## config.mk

```make
export PLATFORM = sky130hd
export DESIGN_NAME = mre_muting_release
export DESIGN_NICKNAME = d
export VERILOG_FILES = /design/src/rtl/mre_muting_release.v
export VERILOG_INCLUDE_DIRS = /design/src /design/src/rtl
export SDC_FILE = /design/constraint.sdc
export NUM_CORES = 1
export LEC_CHECK = 0
export BUFFER_PORTS_ARGS = -buffer_cell sky130_fd_sc_hd__buf_2
export CAP_MARGIN = 10
export CELL_PAD_IN_SITES_DETAIL_PLACEMENT = 0
export CELL_PAD_IN_SITES_GLOBAL_PLACEMENT = 1
export CORE_MARGIN = 5
export CORE_UTILIZATION = 50
export DETAILED_ROUTE_END_ITERATION = 12
export HOLD_SLACK_MARGIN = 0.06
export PLACE_DENSITY = 0.85
export SYNTH_ARGS = -nofsm -noshare
export SYNTH_HDL_FRONTEND = slang
export SYNTH_SLANG_ARGS = --single-unit
```

## constraint.sdc

```tcl
create_clock -name clk -period 8.6 [get_ports clk]
set_input_delay 0.86 -clock clk [delete_from_list [all_inputs] [get_ports clk]]
set_output_delay 0.86 -clock clk [all_outputs]
set_load 0.05 [all_outputs]
```

## src/rtl/mre_defines.vh

```
`ifndef MRE_DEFINES_VH
`define MRE_DEFINES_VH
// ==========================================
// Register byte offsets
`define MRE_CTRL_OFS 12'h000
`define MRE_STAT_OFS 12'h004
`define MRE_IRQ_STAT_OFS 12'h008
`define MRE_IRQ_MASK_OFS 12'h00C
`define MRE_OVR_MIN_OFS 12'h010
`define MRE_OVR_TOT_OFS 12'h014
`define MRE_OVR_CNT_OFS 12'h018
// ==========================================
// Control fields
`define MRE_CTRL_RUN 0
`define MRE_CTRL_OVR_EN 1
// Status fields
`define MRE_STAT_ERR 0
`define MRE_STAT_REL 1
`define MRE_STAT_OREQ 2
`define MRE_STAT_MUTE 3
`define MRE_STAT_OVR 4
`define MRE_STAT_BLK 5
// Interrupt fields
`define MRE_IRQ_ERR 0
`define MRE_IRQ_OREQ 1
`define MRE_IRQ_OVR 2
`define MRE_IRQ_RUN 3
`define MRE_IRQ_W 4
// ==========================================
// Reset values
`define MRE_CTRL_RST 32'h0000_0002
`define MRE_OVR_MIN_RST 32'h004C_4B40
`define MRE_OVR_TOT_RST 32'h0EE6_B280
// ==========================================
// Timing: 50 MHz clock
`define MRE_CLK_HZ 50000000
`define MRE_OVR_MAX_S 3
`define MRE_OVR_MAX_CYC (`MRE_OVR_MAX_S * `MRE_CLK_HZ)
`define MRE_BLINK_HZ 2
`define MRE_BLINK_HALF_CYC (`MRE_CLK_HZ / (2 * `MRE_BLINK_HZ))
`endif

```

## src/rtl/mre_muting_release.v

```verilog
// The address map and register access over APB were decided locally.
`include "mre_defines.vh"
`timescale 1ns/1ps
`default_nettype none
module mre_muting_release #(
	parameter [31:0] OVR_MAX_CYC = `MRE_OVR_MAX_CYC,
	parameter [31:0] BLINK_HALF_CYC = `MRE_BLINK_HALF_CYC
) (
	input wire clk,
	input wire rst_b,
	input wire psel,
	input wire penable,
	input wire pwrite,
	input wire [11:0] paddr,
	input wire [31:0] pwdata,
	output reg [31:0] prdata,
	output wire pready,
	output wire pslverr,
	input wire [3:0] muting_sensor,
	input wire protective_device_switch_output,
	input wire override_in,
	input wire muting_fault,
	output reg release_out,
	output reg muting_error,
	output reg error_flag,
	output reg override_required,
	output wire irq
);
	// ==========================================
	// States
	localparam [2:0] ST_STOP = 3'd0;
	localparam [2:0] ST_IDLE = 3'd1;
	localparam [2:0] ST_MUTE = 3'd2;
	localparam [2:0] ST_DRAIN = 3'd3;
	localparam [2:0] ST_BLOCK = 3'd4;
	localparam [2:0] ST_OREQ = 3'd5;
	localparam [2:0] ST_OVR = 3'd6;
	localparam [2:0] ST_ERR = 3'd7;

	function any_high;
		input [3:0] s;
		begin
			any_high = |s;
		end
	endfunction

	// ==========================================
	// Registers
	reg [31:0] ctrl;
	reg [31:0] ovr_min;
	reg [31:0] ovr_tot;
	reg [`MRE_IRQ_W-1:0] irq_stat;
	reg [`MRE_IRQ_W-1:0] irq_mask;
	reg [15:0] ovr_cnt;
	reg [2:0] state;
	reg [2:0] next_state;
	reg [31:0] pulse_cnt;
	reg [31:0] tot_cnt;
	reg [31:0] blink_cnt;
	reg blink;
	reg ovr_d;
	reg run_d;
	reg [3:0] sens_d;
	wire wr_en = psel & penable & pwrite;
	wire run = ctrl[`MRE_CTRL_RUN];
	wire ovr_en = ctrl[`MRE_CTRL_OVR_EN];
	wire pdso = protective_device_switch_output;
	wire sens_any = any_high(muting_sensor);
	wire sens_full = &muting_sensor[1:0] | &muting_sensor[3:2];
	wire run_start = run & ~run_d;
	// Pulse accepted on falling edge only if width in [min, 3 s]
	wire ovr_fall = ovr_d & ~override_in;
	wire ovr_valid = ovr_fall & (pulse_cnt >= ovr_min) & (pulse_cnt <= OVR_MAX_CYC);
	// A correct sequence starts with one pair fully active from a clear field
	wire seq_start = ~any_high(sens_d) & sens_full;
	reg [`MRE_IRQ_W-1:0] ev;

	assign pready = 1'b1;
	assign pslverr = 1'b0;
	assign irq = |(irq_stat & irq_mask);

	// ==========================================
	// Sequence state
	always @* begin
		next_state = state;
		case (state)
			ST_STOP: begin
				if (run_start) begin
					if (pdso & ~sens_any)
						next_state = ST_IDLE;
					else if (pdso)
						next_state = ST_DRAIN;
					else if (~sens_any)
						next_state = ST_BLOCK;
					else
						next_state = ovr_en ? ST_OREQ : ST_ERR;
				end
			end
			ST_IDLE: begin
				if (muting_fault)
					next_state = ST_ERR;
				else if (seq_start)
					next_state = ST_MUTE;
			end
			ST_MUTE: begin
				if (muting_fault)
					next_state = ST_ERR;
				else if (~sens_any)
					next_state = ST_IDLE;
			end
			ST_DRAIN: begin
				if (~sens_any)
					next_state = ST_IDLE;
				else if (~pdso)
					next_state = ovr_en ? ST_OREQ : ST_ERR;
			end
			ST_BLOCK: begin
				if (pdso)
					next_state = ST_IDLE;
			end
			ST_OREQ: begin
				if (ovr_valid)
					next_state = ST_OVR;
				else if (seq_start)
					next_state = ST_MUTE;
				else if (~sens_any & pdso)
					next_state = ST_IDLE;
			end
			ST_OVR: begin
				if (~sens_any)
					next_state = ST_IDLE;
				else if (tot_cnt >= ovr_tot)
					next_state = ST_ERR;
			end
			ST_ERR: begin
				if (~sens_any & pdso & ~muting_fault)
					next_state = ST_IDLE;
				else if (ovr_en & ovr_valid)
					next_state = ST_OVR;
			end
			default: next_state = ST_STOP;
		endcase
		if (~run)
			next_state = ST_STOP;
	end

	always @* begin
		ev = {`MRE_IRQ_W{1'b0}};
		ev[`MRE_IRQ_ERR] = (next_state == ST_ERR) & (state != ST_ERR);
		ev[`MRE_IRQ_OREQ] = (next_state == ST_OREQ) & (state != ST_OREQ);
		ev[`MRE_IRQ_OVR] = (next_state == ST_OVR) & (state != ST_OVR);
		ev[`MRE_IRQ_RUN] = run_start;
	end

	// ==========================================
	// Clocked logic, re-evaluated every cycle
	always @(posedge clk or negedge rst_b) begin
		if (!rst_b) begin
			state <= ST_STOP;
			run_d <= 1'b0;
			ovr_d <= 1'b0;
			sens_d <= 4'h0;
			pulse_cnt <= 32'h0000_0000;
			tot_cnt <= 32'h0000_0000;
			blink_cnt <= 32'h0000_0000;
			blink <= 1'b0;
			ovr_cnt <= 16'h0000;
			release_out <= 1'b0;
			muting_error <= 1'b0;
			error_flag <= 1'b0;
			override_required <= 1'b0;
		end else begin
			state <= next_state;
			run_d <= run;
			ovr_d <= override_in;
			sens_d <= muting_sensor;
			// Saturate so an overlong pulse stays out of range
			if (override_in) begin
				if (pulse_cnt != 32'hFFFF_FFFF)
					pulse_cnt <= pulse_cnt + 32'h0000_0001;
			end else begin
				pulse_cnt <= 32'h0000_0000;
			end
			if (next_state == ST_OVR && state == ST_OVR)
				tot_cnt <= tot_cnt + 32'h0000_0001;
			else
				tot_cnt <= 32'h0000_0000;
			if (state == ST_OREQ) begin
				if (blink_cnt >= BLINK_HALF_CYC - 32'h0000_0001) begin
					blink_cnt <= 32'h0000_0000;
					blink <= ~blink;
				end else begin
					blink_cnt <= blink_cnt + 32'h0000_0001;
				end
			end else begin
				blink_cnt <= 32'h0000_0000;
				blink <= 1'b1;
			end
			// Count override requests; clear after a valid muting cycle
			// A request raised by the run start itself is the first one counted
			if (run_start)
				ovr_cnt <= ev[`MRE_IRQ_OREQ] ? 16'h0001 : 16'h0000;
			else if (state == ST_MUTE && next_state == ST_IDLE)
				ovr_cnt <= 16'h0000;
			else if (ev[`MRE_IRQ_OREQ])
				ovr_cnt <= ovr_cnt + 16'h0001;
			muting_error <= (next_state == ST_ERR);
			error_flag <= (next_state == ST_ERR);
			override_required <= (next_state == ST_OREQ) & (state == ST_OREQ ? blink : 1'b1);
			// Release needs no error and a reason to pass
			release_out <= (next_state != ST_ERR) && (next_state != ST_STOP) &&
				((next_state == ST_MUTE) || (next_state == ST_OVR) || pdso);
		end
	end

	// ==========================================
	// APB slave, zero wait states
	always @(posedge clk or negedge rst_b) begin
		if (!rst_b) begin
			ctrl <= `MRE_CTRL_RST;
			ovr_min <= `MRE_OVR_MIN_RST;
			ovr_tot <= `MRE_OVR_TOT_RST;
			irq_stat <= {`MRE_IRQ_W{1'b0}};
			irq_mask <= {`MRE_IRQ_W{1'b0}};
		end else begin
			// New events win over a simultaneous write-one clear
			if (wr_en && paddr == `MRE_IRQ_STAT_OFS)
				irq_stat <= (irq_stat & ~pwdata[`MRE_IRQ_W-1:0]) | ev;
			else
				irq_stat <= irq_stat | ev;
			if (wr_en) begin
				case (paddr)
					`MRE_CTRL_OFS: ctrl <= {30'h0000_0000, pwdata[1:0]};
					`MRE_IRQ_MASK_OFS: irq_mask <= pwdata[`MRE_IRQ_W-1:0];
					`MRE_OVR_MIN_OFS: ovr_min <= pwdata;
					`MRE_OVR_TOT_OFS: ovr_tot <= pwdata;
					default: ;
				endcase
			end
		end
	end

	always @* begin
		case (paddr)
			`MRE_CTRL_OFS: prdata = ctrl;
			`MRE_STAT_OFS: prdata = {26'h000_0000, state == ST_BLOCK, state == ST_OVR, state == ST_MUTE,
				override_required, release_out, muting_error};
			`MRE_IRQ_STAT_OFS: prdata = {28'h000_0000, irq_stat};
			`MRE_IRQ_MASK_OFS: prdata = {28'h000_0000, irq_mask};
			`MRE_OVR_MIN_OFS: prdata = ovr_min;
			`MRE_OVR_TOT_OFS: prdata = ovr_tot;
			`MRE_OVR_CNT_OFS: prdata = {16'h0000, ovr_cnt};
			default: prdata = 32'h0000_0000;
		endcase
	end
endmodule // mre_muting_release
`default_nettype wire

```

# --- Yosys cells after proc, flatten, opt, wreduce, memory -nomap -nowiden ---
# Cells that the tools add are included.
classes:
  add_sub_neg: 4
  order_cmp: 4
  eq_ne: 25
  mux: 35
  bitwise: 26
  n_reduce_logical: 20
op_table:
  columns: ["op", "count"]
  rows:
  - ["32-bit case mux with 7 select lines", 1]
  - ["32-bit two-way mux", 5]
  - ["32-bit by 1-bit adder with 32-bit output (second input constant)", 3]
  - ["32-bit >= comparator", 2]
  - ["3-bit two-way mux", 18]
  - ["16-bit two-way mux", 3]
  - ["12-bit by 5-bit equality test with 1-bit output (second input constant)", 3]
  - ["32-bit by 24-bit >= comparator with 1-bit output (second input constant)", 1]
  - ["32-bit by 28-bit <= comparator with 1-bit output (second input constant)", 1]
  - ["32-bit inequality test (second input constant)", 1]
  - ["12-bit by 4-bit equality test with 1-bit output (second input constant)", 2]
  - ["3-bit case mux with 8 select lines", 1]
  - ["3-bit equality test (second input constant)", 7]
  - ["16-bit by 1-bit adder with 16-bit output (second input constant)", 1]
  - ["1-bit AND", 14]
  - ["12-bit by 3-bit equality test with 1-bit output (second input constant)", 1]
  - ["12-bit zero test", 1]
  - ["3-bit inequality test (second input constant)", 4]
  - ["2-bit AND reduction", 6]
  - ["4-bit OR reduction", 3]
  - ["3-bit by 2-bit equality test with 1-bit output (second input constant)", 3]
  - ["4-bit AND", 2]
  - ["4-bit OR", 2]
  - ["3-bit by 1-bit equality test with 1-bit output (second input constant)", 2]
  - ["12 further kinds", 27]
totals:
  ff_bits: 199
  output_inout_bits: 39

# --- Longest topological paths before layout ---
logic_depth:
  word_depth: 14
  depth_mapped: 13

# --- Least setup slack after synthesis ---
# No wires, ideal clock.
synth_timing:
  path_type: "input port to output port"
  start: "input paddr[5]"
  end: "output prdata[16]"
  arrival_time_ps: 3437
  setup_slack_ps: 4303
  cell_stages: 5
  n_path_buf: 1
  path_cell_list: "or3_1 -> nor4_1 -> inv_1 -> clkbuf_1 -> o21ai_0"
synth_between:
  elab_chain_cells: 2
synth_rtl:
  columns: ["element", "line", "text"]
  rows:
  - ["from (decl)", "mre_muting_release.v:14", "input wire [11:0] paddr,"]
  - ["12-bit by 5-bit equality test with 1-bit output (tied with other cells)", "mre_muting_release.v:244", "case (paddr)"]
  - ["32-bit case mux with 7 select lines (*)", "mre_muting_release.v:244", null]
  - ["to (decl)", "mre_muting_release.v:16", "output reg [31:0] prdata,"]
# Every way passes the cells marked *; elsewhere a longest branch is shown, timed or not.

# --- Final worst setup path ---
layout_timing:
  start: "input paddr[5]"
  end: "output prdata[5]"
# The elaborated chain is that of the path after synthesis.

==> out/metrics.csv <==
stage;metric;value;unit
timing;setup tns final;0;ps
clock_network;CTS Buf Count;17;
hold_path;Worst Hold Class;reg2reg;
floorplanning;width of the die;159;um
finish;most common cell after layout, fill and taps aside;dfrtp_1;
routing;antenna-violating nets left;0;
synthesis;synthesized area per cell;9.08;um^2
finish;Sequential Area;5010;um^2
synthesis;Seq/Total Area, Yosys;45.3;%
grt;antenna violations before repair;1;
synthesis;async set-or-reset flop fraction in the synthesized netlist;100;%
pwr;Pint;1.35;mW
pwr;switch share;25.6;%
clock_network;htree depth;4;
routing;DRC Markers;0;
finish;most frequent cells in the layout;dfrtp_1 (177), nand2_1 (149), nor2_1 (125), o21ai_0 (113), inv_1 (100);
place;PortBufs;92;
finish;fillers;2013;
floorplanning;I/O pins;95;
critical_path;WS Path Type;in2out;
grt;grt ovf;0;
routing;WL/cell;18.0;um
timing;Final Setup Violations;0;
pwr;Seq pwr share;52.2;%
place;RePlAce Congestion;0.926;
critical_path;Worst setup SP type;input pin;
clock_network;post-CTS setup repair buffer count;0;
timing;Peak Freq;242;MHz
flow_run;max cap viols;0;
routing;post-DR vias/cell;5.65;
pwr;Net Sw Power;0.464;mW
floorplanning;core area;21800;um^2
pwr;Gate power share;3.5;%
critical_path;Setup crit end kind;primary output;
critical_path;CP Max Fanout;6;
timing;final hold vios;0;
synthesis;register bit count reported by yosys;199;
timing;Worst slew margin;21.7;%
timing;Final Max Tran Viols;0;
critical_path;Worst path slowest cell;nor3_1;
floorplanning;Die ar.;25200;um^2
grt;vias in the first global route;8681;
clock_network;clock transition at the registers of the reported paths;70;ps
finish;layout cells sized above 1;14.0;%
pwr;Worst VDD drop;0.0888;mV
critical_path;worst path buffer plus inverter count;2;
timing;worst hold slack;489;ps
clock_network;TritonCTS clock tree;yes;
routing;via count;9061;
floorplanning;Die Height;159;um
grt;largest net degree at the start of global routing;121;
timing;Worst Tran Pin Value;1160;ps
place;dpl hpwl;21.3;mm
timing;min Tclk post-route;4130;ps
routing;TritonRoute pass-1 iters;5;
clock_network;clock sinks;199;
critical_path;Crit path required time;7740;ps
synthesis;post-synthesis cell count;1217;
finish;Final nets;1435;
routing;DRT Wirelength;28.9;mm
timing;unrepaired setup endpoints after global routing;no;
routing;initial drt markers;790;
pwr;pwr dens;146;nW/um^2
clock_network;CTS-repair resized insts;0;
critical_path;Max stage delay on crit path;840;ps
grt;all-layer global routing usage;23.8;%
pwr;P_leak;5.98;nW
floorplanning;Rows;54;
critical_path;WP data arrival;3270;ps
clock_network;Clk Latency, worst-skew pair;450;ps
timing;clock skew;11.6;ps
synthesis;EDFF count, synth;0;
floorplanning;Initial Util;50.6;%
clock_network;CTS Buffer Depth;2;
pwr;Clock power frac;44.3;%
outcome;status;finished clean;
grt;first-pass GRT wire length;46.6;mm
synthesis;Ys Warns;0;
finish;ANT cells;0;
clock_network;Hold Buf Count CTS;0;
synthesis;top_reg_cell synth;dfrtp_1;
timing;Tcrit/Tclk final;48.0;%
clock_network;root buffer cell;clkbuf_16;
synthesis;mapped cell area;11100;um^2
critical_path;delay-heaviest family, CP;simple AND/OR/NAND/NOR gates;
synthesis;Synth cell types;66;
critical_path;cells along the critical path;buf_2, or3_1, nor2_1, nand2_1, nor3_1, a32oi_1, nand2_1, buf_2;
finish;Area Overhead vs Synth;12.2;%
finish;multi-input logic area;5560;um^2
## final timing paths
path / from / endpoint / slack, ps / cells after the start
setup / recovery: paddr[5] / prdata[5] / 4470 / 8
min in group asynchronous: rst_b / ovr_cnt[5] / 550 / 1
setup reg to reg: pulse_cnt[0] / ovr_cnt[14] / 4720 / 11
max in group asynchronous: rst_b / pulse_cnt[18] / 6490 / 2
hold / removal: blink_cnt[0] / blink_cnt[0] / 490 / 1
hold reg to reg: blink_cnt[0] / blink_cnt[0] / 490 / 1
## flip-flops by register name (all words and copies together), names as in the netlist, 2 cells and up
name,cells
tot_cnt,32
ovr_tot,32
pulse_cnt,32
irq_mask,4
ctrl,2
sens_d,4
state,3
irq_stat,4
ovr_min,32
blink_cnt,32
ovr_cnt,16
## cells by family (layout without fill, tap and decap cells)
logic type	after synthesis	in the layout	share of synthesized area, %
DFF	199	199	45.3
and+or+nand+nor	480	480	20.6
buffers and inverters	134	232	4.92
AOI/OAI and AO/OA	244	244	14.1
muxes	8	8	0.815
adders and majority gates	70	70	7.90
other	2	10	0.0679
xor gates and xnor gates	80	80	6.34
## cell usage after synthesis (7+ instances only)
cell type / number / area share [%]
nand3_1: 51 / 2.3
dfrtp_1: 177 / 40
nand4_1: 24 / 1.4
nor4_1: 11 / 0.62
o21a_1: 7 / 0.48
and3_1: 29 / 1.6
xor2_1: 46 / 3.6
a21oi_1: 36 / 1.6
nand2b_1: 8 / 0.45
a222oi_1: 12 / 1.1
ha_1: 69 / 7.8
mux2_2: 8 / 0.82
clkbuf_1: 27 / 0.92
nor3_1: 17 / 0.77
xnor2_1: 34 / 2.7
a22oi_1: 18 / 1.2
inv_1: 100 / 3.4
or3_1: 8 / 0.45
and4_1: 7 / 0.55
nor2_2: 9 / 0.51
o21ai_0: 113 / 5.1
nor2_1: 127 / 4.3
dfstp_2: 22 / 5.2
nand2_1: 149 / 5.1
and2_1: 15 / 0.85
nor2b_1: 9 / 0.51
## layer usage
layer	vias to the layer above	routed length [um]	global-route usage (%)
met5	-	13	0
met4	2	794	8.16
met3	55	1630	4.05
met2	271	13100	35.8
met1	4321	13400	34.7
li1	4412	-	-
## area by class of cell
cell class	count	share of cell area (%)
multi-input cells	892	44.8
clock inverters	15	1.27
well taps	280	2.82
repair buffers	100	4.27
inverters	100	3.03
clock buffers	17	3.43
flip-flops and latches	199	40.4
## worst reg2reg max path, cell delays in order (launching register included)
cell and delay [ps]:
dfrtp_1 410, inv_1 110, ha_1 230, nand2b_1 140, a2111oi_0 660, o32a_1 270
a21oi_2 70, o21ai_2 320, o221ai_2 270, a2111oi_2 950, o21ai_0 220, o21ai_0 140
## metrics by stage
step                      utilization (%)  cells  worst slack, ps  instance area [um^2]  power, mW
after CTS                            56.8   1603             4520                 12400       1.83
final                                56.8   1603             4470                 12400       1.81
after global placement               54.2   1571             4550                 11800       1.03
after floorplan                         -   1225             4300                 11100      0.983
after global routing                 56.8   1603             4270                 12400       1.88
after detailed placement             54.2   1571             4530                 11800       1.03
## power groups by stage
stage | clock (mW) | sequential, mW | combinational (mW)
floorplan | 0 | 0.964 | 0.0192
global placement | 0 | 0.965 | 0.0635
finish | 0.803 | 0.947 | 0.0631
global route | 0.858 | 0.948 | 0.0718
CTS | 0.818 | 0.947 | 0.0643
detailed placement | 0 | 0.965 | 0.0639
No activity file was read; power rests on OpenSTA's default activity.
